<file path="config.mk">
export PLATFORM = sky130hd
export DESIGN_NAME = lsm_light_measure_control
export DESIGN_NICKNAME = d
export VERILOG_FILES = /design/src/lsm_pkg.sv /design/src/lsm_light_measure_control.sv
export VERILOG_INCLUDE_DIRS = /design/src
export SDC_FILE = /design/constraint.sdc
export NUM_CORES = 1
export LEC_CHECK = 0
export ABC_AREA = 0
export BUFFER_PORTS_ARGS = -buffer_cell sky130_fd_sc_hd__buf_2
export CAP_MARGIN = 20
export CORE_AREA = 4 4 129 131
export DETAILED_ROUTE_END_ITERATION = 8
export DIE_AREA = 0 0 133 135
export PLACE_DENSITY = 0.69
export SYNTH_ARGS = -nofsm -noshare
export SYNTH_HDL_FRONTEND = slang
export SYNTH_SLANG_ARGS = --single-unit
</file>
<file path="constraint.sdc">
create_clock -name clock -period 7.18 [get_ports clock]
set_input_delay 1.436 -clock clock [delete_from_list [all_inputs] [get_ports clock]]
set_output_delay 1.436 -clock clock [all_outputs]
set_load 0.1 [all_outputs]
</file>
<file path="src/lsm_defs.svh">
// Register offsets, field positions, reset values and timing counts of the light measure control
`ifndef LSM_DEFS_SVH
`define LSM_DEFS_SVH

// ****************************************
// Register offsets
// ****************************************
`define LSM_OFS_ENABLE 8'h00
`define LSM_OFS_INTEG 8'h01
`define LSM_OFS_WAIT 8'h03
`define LSM_OFS_LOWLO 8'h04
`define LSM_OFS_LOWHI 8'h05
`define LSM_OFS_HIGHLO 8'h06
`define LSM_OFS_HIGHHI 8'h07
`define LSM_OFS_FILTER 8'h0c
`define LSM_OFS_CONFIG 8'h0d
`define LSM_OFS_STATUS 8'h13

// ****************************************
// Field positions
// ****************************************
`define LSM_EN_OSC 0
`define LSM_EN_MEAS 1
`define LSM_EN_WAIT 3
`define LSM_EN_MASK 4
`define LSM_EN_SLEEP 6
`define LSM_CFG_X12 1
`define LSM_ST_VALID 0
`define LSM_ST_IRQ 4

// ****************************************
// Reset values and commands
// ****************************************
`define LSM_RST_ENABLE 8'h00
`define LSM_RST_INTEG 8'hff
`define LSM_RST_WAIT 8'hff
`define LSM_RST_LIMIT 8'h00
`define LSM_RST_FILTER 8'h00
`define LSM_RST_CONFIG 8'h00
`define LSM_CMD_IRQ_CLEAR 5'h06

// ****************************************
// Timing
// ****************************************
`define LSM_STEP_NS 2730
`define LSM_CLK_NS 10
`define LSM_STEP_CYCLES (`LSM_STEP_NS / `LSM_CLK_NS)
`define LSM_LONG_FACTOR 12

`endif

</file>
<file path="src/lsm_pkg.sv">
// Types of the light measure control
package lsm_pkg;

  typedef enum logic [1:0] {
    PH_IDLE,
    PH_INTEG,
    PH_WAIT
  } lsm_phase_type;

  typedef struct packed {
    logic [7:0] enableReg;
    logic [7:0] integReg;
    logic [7:0] waitReg;
    logic [15:0] lowLimit;
    logic [15:0] highLimit;
    logic [7:0] filterReg;
    logic [7:0] configReg;
    lsm_phase_type phase;
    logic [18:0] tick;
    logic [8:0] steps;
    logic [5:0] outCount;
    logic irqFlag;
    logic validFlag;
    logic intOe;
    logic [7:0] readData;
    logic measureStart;
  } lsm_state_type;

endpackage : lsm_pkg

</file>
<file path="src/lsm_light_measure_control.sv">
// Measurement cycle, window comparator, persistence filter and registers of the light sensor
// ****************************************
// ****************************************
`timescale 1ns/1ps
`default_nettype none
`include "lsm_defs.svh"

module lsm_light_measure_control (
  // Clock and reset
  input wire logic clock,
  input wire logic rst_n,
  // Register write port from the serial command engine
  input wire logic regWrite,
  input wire logic [7:0] regAddr,
  input wire logic [7:0] regWriteData,
  // Special function strobe with its code
  input wire logic specialCmd,
  input wire logic [4:0] specialCode,
  // Register read port
  input wire logic [7:0] readAddr,
  output logic [7:0] regReadData,
  // Channel 0 result from the converter
  input wire logic [15:0] channel0Result,
  // Converter control
  output logic converterRun,
  output logic measureStart,
  // Open-drain interrupt pin, low when driven
  input wire logic intIn,
  output logic intOut,
  output logic intOe
);

  // ****************************************
  // Helper functions
  // ****************************************

  // Persistence code to required out-of-range count
  function automatic logic [5:0] filterNeeded(input logic [3:0] code);
    logic [5:0] res;
    res = 6'h00;
    if (code <= 4'h3) begin
      res = {2'b00, code};
    end else begin
      res = 6'(({2'b00, code} - 6'h03) * 6'h05);
    end
    return res;
  endfunction : filterNeeded

  // Phase length in steps: 256 minus the register value
  function automatic logic [8:0] stepCount(input logic [7:0] value);
    return 9'h100 - {1'b0, value};
  endfunction : stepCount

  localparam logic [18:0] STEP_TICKS = 19'(`LSM_STEP_CYCLES);
  localparam logic [18:0] LONG_TICKS = 19'(`LSM_STEP_CYCLES * `LSM_LONG_FACTOR);

  lsm_pkg::lsm_state_type st;
  lsm_pkg::lsm_state_type next_st;

  // ****************************************
  // Next state
  // ****************************************

  // Registers, phase sequencer and interrupt logic
  always_comb begin
    logic outside;
    logic stepDone;
    logic integEnd;
    logic raiseIrq;
    logic [5:0] needed;
    logic [18:0] stepTicks;
    logic [5:0] cnt;
    outside = 1'b0;
    stepDone = 1'b0;
    integEnd = 1'b0;
    raiseIrq = 1'b0;
    needed = filterNeeded(st.filterReg[3:0]);
    stepTicks = STEP_TICKS;
    cnt = st.outCount;
    next_st = st;
    next_st.measureStart = 1'b0;

    // Register writes; reserved enable bits kept as written by host
    if (regWrite) begin
      case (regAddr)
        `LSM_OFS_ENABLE: next_st.enableReg = regWriteData;
        `LSM_OFS_INTEG: next_st.integReg = regWriteData;
        `LSM_OFS_WAIT: next_st.waitReg = regWriteData;
        `LSM_OFS_LOWLO: next_st.lowLimit[7:0] = regWriteData;
        `LSM_OFS_LOWHI: next_st.lowLimit[15:8] = regWriteData;
        `LSM_OFS_HIGHLO: next_st.highLimit[7:0] = regWriteData;
        `LSM_OFS_HIGHHI: next_st.highLimit[15:8] = regWriteData;
        `LSM_OFS_FILTER: next_st.filterReg = regWriteData;
        `LSM_OFS_CONFIG: next_st.configReg = regWriteData;
        default: ;
      endcase
    end

    // Phase timing: step length depends on phase and long wait
    if (st.phase == lsm_pkg::PH_WAIT && st.configReg[`LSM_CFG_X12]) begin
      stepTicks = LONG_TICKS;
    end
    if (st.phase != lsm_pkg::PH_IDLE) begin
      if (st.tick + 19'h1 >= stepTicks) begin
        next_st.tick = 19'h0;
        stepDone = 1'b1;
      end else begin
        next_st.tick = st.tick + 19'h1;
      end
    end

    // Measurement cycle sequencer
    case (st.phase)
      lsm_pkg::PH_IDLE: begin
        if (st.enableReg[`LSM_EN_OSC] && st.enableReg[`LSM_EN_MEAS]) begin
          next_st.phase = lsm_pkg::PH_INTEG;
          next_st.tick = 19'h0;
          next_st.steps = 9'h0;
          next_st.measureStart = 1'b1;
        end
      end
      lsm_pkg::PH_INTEG: begin
        if (stepDone) begin
          next_st.steps = st.steps + 9'h1;
          if (st.steps + 9'h1 >= stepCount(st.integReg)) begin
            integEnd = 1'b1;
            next_st.steps = 9'h0;
            if (st.enableReg[`LSM_EN_WAIT]) begin
              next_st.phase = lsm_pkg::PH_WAIT;
            end else begin
              next_st.measureStart = 1'b1;
            end
          end
        end
      end
      lsm_pkg::PH_WAIT: begin
        if (stepDone) begin
          next_st.steps = st.steps + 9'h1;
          if (st.steps + 9'h1 >= stepCount(st.waitReg)) begin
            next_st.steps = 9'h0;
            next_st.phase = lsm_pkg::PH_INTEG;
            next_st.measureStart = 1'b1;
          end
        end
      end
      default: next_st.phase = lsm_pkg::PH_IDLE;
    endcase

    // Window comparator and persistence filter at end of integration
    if (integEnd) begin
      next_st.validFlag = 1'b1;
      outside = (channel0Result < st.lowLimit) || (channel0Result > st.highLimit);
      if (outside) begin
        cnt = (st.outCount == 6'h3f) ? st.outCount : st.outCount + 6'h1;
      end else begin
        cnt = 6'h0;
      end
      next_st.outCount = cnt;
      if (needed == 6'h0) begin
        raiseIrq = 1'b1;
      end else if (outside && cnt >= needed) begin
        raiseIrq = 1'b1;
      end
      raiseIrq = raiseIrq && st.enableReg[`LSM_EN_MASK];
      // Sleep after an interrupting cycle drops the oscillator bit
      if (raiseIrq && st.enableReg[`LSM_EN_SLEEP]) begin
        next_st.enableReg[`LSM_EN_OSC] = 1'b0;
        next_st.phase = lsm_pkg::PH_IDLE;
        next_st.measureStart = 1'b0;
      end
    end

    // Measurement or power off stops the cycle and clears count and valid flag; the interrupt flag is kept
    if (!st.enableReg[`LSM_EN_OSC] || !st.enableReg[`LSM_EN_MEAS]) begin
      next_st.phase = lsm_pkg::PH_IDLE;
      next_st.tick = 19'h0;
      next_st.steps = 9'h0;
      next_st.outCount = 6'h0;
      next_st.measureStart = 1'b0;
      next_st.validFlag = 1'b0;
    end

    // Interrupt flag: clear command, but a new event wins
    if (specialCmd && specialCode == `LSM_CMD_IRQ_CLEAR) begin
      next_st.irqFlag = 1'b0;
    end
    if (raiseIrq) begin
      next_st.irqFlag = 1'b1;
    end
    next_st.intOe = next_st.irqFlag;

    // Read mux, reserved status bits and unmapped addresses read zero
    case (readAddr)
      `LSM_OFS_ENABLE: next_st.readData = next_st.enableReg;
      `LSM_OFS_INTEG: next_st.readData = next_st.integReg;
      `LSM_OFS_WAIT: next_st.readData = next_st.waitReg;
      `LSM_OFS_LOWLO: next_st.readData = next_st.lowLimit[7:0];
      `LSM_OFS_LOWHI: next_st.readData = next_st.lowLimit[15:8];
      `LSM_OFS_HIGHLO: next_st.readData = next_st.highLimit[7:0];
      `LSM_OFS_HIGHHI: next_st.readData = next_st.highLimit[15:8];
      `LSM_OFS_FILTER: next_st.readData = next_st.filterReg;
      `LSM_OFS_CONFIG: next_st.readData = next_st.configReg;
      `LSM_OFS_STATUS: begin
        next_st.readData = 8'h00;
        next_st.readData[`LSM_ST_IRQ] = next_st.irqFlag;
        next_st.readData[`LSM_ST_VALID] = next_st.validFlag;
      end
      default: next_st.readData = 8'h00;
    endcase
  end

  // ****************************************
  // State register
  // ****************************************

  // Synchronous reset to documented values
  always_ff @(posedge clock) begin
    if (!rst_n) begin
      st.enableReg <= `LSM_RST_ENABLE;
      st.integReg <= `LSM_RST_INTEG;
      st.waitReg <= `LSM_RST_WAIT;
      st.lowLimit <= {`LSM_RST_LIMIT, `LSM_RST_LIMIT};
      st.highLimit <= {`LSM_RST_LIMIT, `LSM_RST_LIMIT};
      st.filterReg <= `LSM_RST_FILTER;
      st.configReg <= `LSM_RST_CONFIG;
      st.phase <= lsm_pkg::PH_IDLE;
      st.tick <= 19'h0;
      st.steps <= 9'h0;
      st.outCount <= 6'h0;
      st.irqFlag <= 1'b0;
      st.validFlag <= 1'b0;
      st.intOe <= 1'b0;
      st.readData <= 8'h00;
      st.measureStart <= 1'b0;
    end else begin
      st <= next_st;
    end
  end

  // ****************************************
  // Outputs
  // ****************************************

  // Straight from state flops, except converterRun decoded from the phase and intOut tied low
  assign regReadData = st.readData;
  assign converterRun = (st.phase == lsm_pkg::PH_INTEG);
  assign measureStart = st.measureStart;
  assign intOut = 1'b0;
  assign intOe = st.intOe;

  // Pin readback not needed inside
  logic unusedIntIn;
  assign unusedIntIn = intIn;

endmodule : lsm_light_measure_control
`default_nettype wire

</file>
# Word-level counts from Yosys, hierarchy flattened
# Cells that the tools add are included.
# totals
ff_bits,119
inputBits,50
# op_classes
add_sub_neg,6
mul,1
n_lt_le_gt_ge,7
n_eq_ne,24
mux,57
bitwise,1
n_reduce_logical,18
# ops
cell,n
case mux 8 bit (10 select lines),1
two-way mux 72 bit,1
two-way mux 8 bit,9
== test 8 x 3 -> 1 bit (second input constant),8
two-way mux 19 bit,3
two-way mux 9 bit,4
== test 8 x 4 -> 1 bit (second input constant),4
two-way mux 30 bit,1
case mux 9 bit (3 select lines),1
two-way mux 6 bit,4
two-way mux 1 bit,23
adder 19 x 1 -> 19 bit (second input constant),1
greater-or-equal comparator 19 bit,1
greater-or-equal comparator 9 bit,2
subtractor 9 x 8 -> 9 bit (first input constant),2
== test 8 x 1 -> 1 bit (second input constant),2
== test 8 x 2 -> 1 bit (second input constant),2
greater-than comparator 16 bit,1
zero test 8 bit,2
< comparator 16 bit,1
two-way mux 2 bit,7
two-way mux 12 bit,1
adder 9 x 1 -> 9 bit (second input constant),1
== test 8 x 5 -> 1 bit (second input constant),1
other kinds (23),31

# Logic depth before layout (Yosys ltp)
# Gate-level depths: netlist (run 1).
# depth
ltp_word,19
mapped_depth,17
ltp_nobuf,17

# Worst setup path before layout (run 1)
# No wires, ideal clock.
# synth_path
kind,in2reg
from,input port channel0Result[15]
to,register st (netlist bit regReadData[0])
t_arrival_ns,4.496
required_ns,7.084
setup_slack_ns,2.588
cell_stages,16
n_path_buf,0
cell_sequence,ha_1 > nand4_1 > nor4_1 > nor3_1 > o31a_1 > a211oi_2 > nand2b_1 > ha_1 > nand2b_1 > a21o_1 > a211oi_1 > nor3_1 > a211oi_1 > o21ai_0 > and3_4 > o41ai_2
# synth_between
elab_chain_len,14
word_cells_on_any_way,15
# synth_rtl
element,line,text
start: declaration,lsm_light_measure_control.sv:23,"input wire logic [15:0] channel0Result,"
< comparator 16 bit or greater-than comparator 16 bit (tied branches),lsm_light_measure_control.sv:152,outside = (channel0Result < st.lowLimit) || (channel0Result > st.highLimit);
logical OR 1 bit (*),lsm_light_measure_control.sv:152,
two-way mux 6 bit,lsm_light_measure_control.sv:153,if (outside) begin
two-way mux 6 bit,lsm_light_measure_control.sv:150,if (integEnd) begin
greater-or-equal comparator 6 bit,lsm_light_measure_control.sv:161,end else if (outside && cnt >= needed) begin
logical AND 1 bit (*),lsm_light_measure_control.sv:161,
two-way mux 1 bit (*),lsm_light_measure_control.sv:161,
two-way mux 1 bit (*),lsm_light_measure_control.sv:159,if (needed == 6'h0) begin
two-way mux 1 bit (*),lsm_light_measure_control.sv:150,
logical AND 1 bit (*),lsm_light_measure_control.sv:164,raiseIrq = raiseIrq && st.enableReg[`LSM_EN_MASK];
logical AND 1 bit (*),lsm_light_measure_control.sv:166,if (raiseIrq && st.enableReg[`LSM_EN_SLEEP]) begin
two-way mux 1 bit (*),lsm_light_measure_control.sv:166,
two-way mux 1 bit (*),lsm_light_measure_control.sv:150,
case mux 8 bit (10 select lines) (*),lsm_light_measure_control.sv:193,case (readAddr)
end signal: assignment,lsm_light_measure_control.sv:236,st <= next_st;
end: declaration,lsm_light_measure_control.sv:57,lsm_pkg::lsm_state_type st;
# Every way passes the cells marked *; elsewhere a longest branch is shown, timed or not. The select of a mux whose other input is x is not followed.
# A chain may end at the register's enable or synchronous reset.

# Worst setup path after layout (run 1)
# Same ends and word-level chain as after synthesis.

==> results of run 1 <==
-- cells by family after synthesis --
group	Yosys count	share of synthesized area [%]
and+or+nand+nor	316	23.5
DFF	119	31.2
AOI/OAI and AO/OA	136	11.9
muxes	80	10.6
adders and majority gates	80	13.2
other	1	0.0492
xor gates and xnor gates	35	4.02
buffers and inverters	98	5.46
-- metal layers --
layer / wire length (um) / vias to the layer above
li1: - / 3176
met1: 8170 / 2888
met2: 8570 / 129
met3: 798 / 39
met4: 473 / 2
met5: 7 / -
-- worst max-delay path, stage by stage --
cell      delay [ns]
buf_2           0.11
ha_1            0.29
nand4_1         0.18
nor4_1          0.39
nor3_1          0.09
o31a_1          0.12
a211oi_2        0.69
nand2b_1        0.23
ha_1            0.23
nand2b_1        0.13
a21o_1          0.17
a211oi_1        0.24
nor3_1          0.09
a211oi_1        0.16
o21ai_0         0.15
and3_4          0.27
o41ai_2         0.32
-- power groups by stage --
stage               Clock, mW  Combinational, mW  Sequential (mW)
finish                  0.813             0.0804            0.665
global route            0.858             0.0889            0.666
CTS                     0.826             0.0802            0.665
detailed placement          0             0.0799            0.680
global placement            0             0.0789            0.679
floorplan                   0             0.0493            0.679
-- area by class of cell --
class	count	area [sq um]	area share (%)
Multi-Input combinational cell	655	4860	56.4
Sequential cell	119	2380	27.6
Clock buffer	21	470	5.46
Timing Repair Buffer	61	310	3.60
Tap cell	216	270	3.14
Inverter	60	225	2.61
Clock inverter	11	100	1.16
Antenna cell	1	2.50	0.0290
-- registers in the layout (all words and copies together) (netlist names) --
signal        cells
intOe             1
st              109
measureStart      1
regReadData       8
-- metrics by stage --
stage                     instances  setup slack (ns)  area (sq um)  total power, mW  util, %
final                          1144              2.20          8620             1.56     55.3
after global routing           1144              1.83          8620             1.61     55.3
after CTS                      1143              2.21          8620             1.57     55.2
after detailed placement       1111              1.79          8050            0.759     51.6
after global placement         1111              1.85          8050            0.758     51.6
after floorplan                 872              2.59          7650            0.728        -
-- cell usage in the layout, fill, tap and decap left out, types with 5 or more instances in the layout --
cell,instances
xor2_1,15
xnor2_1,20
nand3b_1,5
mux2i_1,77
nand2_1,59
or4_1,9
nor2_1,53
o22ai_1,27
a31oi_1,9
nor2b_2,7
a21o_1,10
nand3_1,24
dfxtp_1,119
nand4_1,18
nand2b_1,14
and3_1,9
a21oi_1,33
clkbuf_16,17
or3_1,5
conb_1,8
buf_2,59
inv_1,60
o211ai_1,5
nor4_1,11
nor3_1,15
ha_1,78
and2_1,5
nor2b_1,58
o21ai_0,19
-- final timing paths --
| check | end | depth (start not counted) |
|---|---|---|
| setup / recovery | regReadData[0]$_SDFF_PN0_ | 17 |
| hold reg to reg | st[10]$_SDFF_PN0_ | 2 |
| hold / removal | st[10]$_SDFF_PN0_ | 2 |
| setup reg to reg | regReadData[0]$_SDFF_PN0_ | 17 |
==> flow_metrics.tcl, run 1 <==
set metrics [dict create \
    antenna_found_initial 2 \
    initial_core_util_pct 48.9 \
    finalMaxSlewViolations 0 \
    cts_buffers 17 \
    fp.dieH_um 135 \
    p_sw_mw 0.362 \
    peakVddDrop_uv 166 \
    seqPwrFrac_pct 42.7 \
    die-area_sq_um 18000 \
    synth_top_area_share_pct 31.2 \
    hold_viol 0 \
    crit_start "channel0Result[15]" \
    clkSinkCount 119 \
    rsz0062_at_grt "false" \
    postCtsSetupRepairBufs 0 \
    drc 0 \
    postSynthAreaPerCell_sq_um 8.81 \
    max-slew-margin-rel_pct 41.6 \
    synth_most_common_cell "dfxtp_1" \
    synth_common_cells "119 x dfxtp_1, 78 x ha_1, 77 x mux2i_1" \
    cts_buffer_depth 2 \
    use_met1_pct 26.4 \
    gp_congestion 0.898 \
    met2_usage_pct 34.7 \
    h-tree-depth 4 \
    num_rows 46 \
    fin_nets 1043 \
    cellInternalPower_mw 1.20 \
    ios 62 \
    clock_skew_ns 0.00805 \
    critical_path_required_ns 7.51 \
    post_route_cells_drive_above_1_share_pct 13.2 \
    die_w_um 133 \
    syn-instance-count 865 \
    power_frac_comb_pct 5.2 \
    end_kind "flip-flop" \
    wl_mm 18.0 \
    n_fill_cell 1431 \
    worstHoldStart "st[10]$_SDFF_PN0_" \
    grt_busiest_layer "met2" \
    maxCapViolCount 0 \
    hold_class "flip-flop to flip-flop" \
    port_buffers 59 \
    clk_pin_slew_worst_paths_ns 0.05 \
    status "complete, no violations" \
    netSwitchingFraction_pct 23.2 \
    clkPwrFrac_pct 52.2 \
    synth-seq-cells 119 \
    antenna_left 0 \
    cts-root-buf "clkbuf_16" \
    grt_pass1_wl_mm 30.0 \
    worst_setup_path_start_kind "input port" \
    ys.flop_type "dfxtp_1" \
    postCtsHoldBufs 0 \
    reg2reg_slack_ns 2.91 \
    cts_resized 0 \
    dpl.hpwl_mm 13.7 \
    firstDrtPassIters 6 \
    leakage_nw 3.47 \
    clk_latency_ns 0.42 \
    cts_tree "yes" \
    grt_max_degree 78 \
    wl_per_cell_um 15.7 \
    vias 6234 \
    worstMarginPinSlew_ns 0.875 \
    crit_type "input port to flip-flop" \
    synth_edf_count 0 \
    yosysWarnings 0 \
    r2r-start "st[77]$_SDFF_PN0_" \
    path_max_fanout 10 \
    routed_via_density 5.45 \
    grt_usage_pct 20.8 \
    fp.coreArea_sq_um 15600 \
    yosysSeqAreaShare_pct 31.2 \
    syn_area_sq_um 7620 \
    area.growth.synth_to_final_pct 13.0 \
    met3_usage_pct 4.58 \
    yosysTopAreaCell "dfxtp_1" \
    synth.area.top_cells "dfxtp_1 31%, ha_1 13%, mux2i_1 10%" \
    worst_ep_arrival_time_ns 5.31 \
    fmax_mhz 201 \
    drtIter0Drc 386 \
    holdWs_ns 0.462 \
    ys_async_sr_fraction_pct 0 \
    grt_overflow 0 \
    setup_tns_ns 0 \
    synthDistinctLibCells 74 \
    final.period_utilization_pct 69.4 \
    grt_pass1_vias 6073 \
    setup_viol 0 \
    power_density_nw_per_um2 181 \
    min_period_ns 4.98 \
]
Power figures use the tool's default switching activity.
==> inputs of run 2 (changes only) <==
- PLACE_DENSITY: 0.69 -> 0.71
- clock period: 7.18 -> 4.26 ns (I/O delays scaled with it)
==> run 2 against run 1 <==
Sequential power is 68% higher; clock power is 76% higher; clock skew hardly changed; total power is 73% higher; via count hardly changed; clock-buffer cell count is 2 lower; die area stayed put; critical endpoint unchanged; largest cell class unchanged.
==> flow_metrics.tcl, run 2 (same netlist as run 1, synthesis figures left out) <==
set metrics [dict create \
    grt_busiest_layer "met2" \
    gp_congestion 0.890 \
    n_fill_cell 1412 \
    h-tree-depth 4 \
    cts-root-buf "clkbuf_16" \
    clk_latency_ns 0.42 \
    grt_pass1_wl_mm 29.9 \
    final_common_cell "dfxtp_1" \
    crit_type "input port to flip-flop" \
    clk_pin_slew_worst_paths_ns 0.06 \
    drtIter0Drc 303 \
    grt_overflow 0 \
    fp.coreArea_sq_um 15600 \
    met3_usage_pct 4.47 \
    cts_tree "yes" \
    ios 62 \
    wl_mm 18.1 \
    utilization_pct 56.3 \
    peakVddDrop_uv 291 \
    setup_ws_ns 0.387 \
    maxCapViolCount 0 \
    clkSinkCount 119 \
    antenna_left 0 \
    leakage_nw 3.57 \
    firstDrtPassIters 4 \
    worst_setup_path_start_kind "input port" \
    grt_usage_pct 20.7 \
    finalMaxSlewViolations 0 \
    design_area_sq_um 8780 \
    hold_class "flip-flop to flip-flop" \
    cts_buffers 17 \
    holdWs_ns 0.472 \
    port_buffers 59 \
    area.growth.synth_to_final_pct 15.1 \
    met2_usage_pct 35.0 \
    wl_per_cell_um 15.6 \
    grt_pass1_vias 6103 \
    min_period_ns 3.87 \
    grt_max_degree 77 \
    drc 0 \
    max-slew-margin-rel_pct 41.2 \
    clock_skew_ns 0.00818 \
    end_kind "flip-flop" \
    dpl.hpwl_mm 14.0 \
    pre_cts_ws_ns -0.0531 \
    fin_nets 1060 \
    fmax_mhz 258 \
    layout_common_cells "119 x dfxtp_1, 78 x ha_1, 77 x mux2i_1" \
    hold_viol 0 \
    path_max_fanout 5 \
    setup_viol 0 \
    cts_buffer_depth 2 \
    antenna_found_initial 1 \
    p_total_mw 2.69 \
    worstMarginPinSlew_ns 0.879 \
    fp.dieH_um 135 \
    rsz0062_at_grt "false" \
    worst_ep_arrival_time_ns 4.19 \
    critical_path_required_ns 4.58 \
    initial_core_util_pct 48.9 \
    vias 6228 \
    top_register "st" \
    final.period_utilization_pct 90.9 \
    die_w_um 133 \
    power_density_nw_per_um2 307 \
    post_route_cells_drive_above_1_share_pct 14.9 \
    status "complete, no violations" \
    largest_reg_flops 109 \
    die-area_sq_um 18000 \
    num_rows 46 \
    placed_cell_area_sq_um 8170 \
    routed_via_density 5.36 \
    use_met1_pct 25.7 \
]
[run 2: cell count changes in the layout (fill, tap and decap cells not counted), sizes merged]
| cell | delta |
|---|---|
| buf | +17 |
| bufinv | +1 |
| clkbuf | -2 |
| clkinvlp | -1 |
| inv | +2 |
[run 2: power breakdown]
group	internal [mW]	switching, mW
sequential	1.12	0.00351
clock	0.897	0.535
combinational	0.0576	0.0814
total	2.07	0.620
[run 2: area by class of cell]
| class | instances | area (sq um) | area share, % |
|---|---|---|---|
| Antenna cell | 1 | 2.50 | 0.0285 |
| Clock buffer | 19 | 453 | 5.16 |
| Clock inverter | 13 | 148 | 1.68 |
| Inverter | 60 | 225 | 2.57 |
| Multi-Input combinational cell | 655 | 4860 | 55.4 |
| Sequential cell | 119 | 2380 | 27.1 |
| Tap cell | 216 | 270 | 3.08 |
| Timing Repair Buffer | 78 | 438 | 4.99 |
[run 2: repair_timing]
item | 4_1_cts | 5_1_grt
gates resized for setup | 0 | 1
hold buffers | 0 | 0
buffers inserted | 0 | 0
setup endpoints to repair | 0 | 2
[run 2: final timing paths]
check	from	end	slack, ns	cells after the start
max	channel0Result[14]	regReadData[0]$_SDFF_PN0_	0.39	18
min reg2reg	st[26]$_SDFFE_PP0P_	st[26]$_SDFFE_PP0P_	0.47	2
max reg2reg	st[27]$_SDFF_PP0_	st[46]$_SDFF_PP0_	0.44	14
min	st[26]$_SDFFE_PP0P_	st[26]$_SDFFE_PP0P_	0.47	2
[run 2: per-layer routing]
layer  up-vias  part of all wire, %  routed length [um]
met5         -                0.077                  14
met4         2                  2.8                 514
li1       3208                    -                   -
met2       114                   48                8650
met1      2866                   45                8110
met3        38                  4.3                 786
[run 2: metrics by stage]
step                      std cells  TNS [ns]
after floorplan                 872         0
after global placement         1128  -0.00953
after detailed placement       1128    -0.116
after CTS                      1160         0
after global routing           1160         0
final                          1161         0
[run 2: critical path: stages]
cell      delay (ns)
buf_2           0.11
ha_1            0.30
nand4_1         0.16
nor4_1          0.39
nor3_1          0.08
o31a_1          0.12
a211oi_2        0.16
buf_4           0.16
nand2b_1        0.13
ha_1            0.23
nand2b_1        0.14
a21o_1          0.17
a211oi_1        0.23
nor3_1          0.09
a211oi_1        0.15
o21ai_0         0.15
and3_4          0.23
o41ai_2         0.33
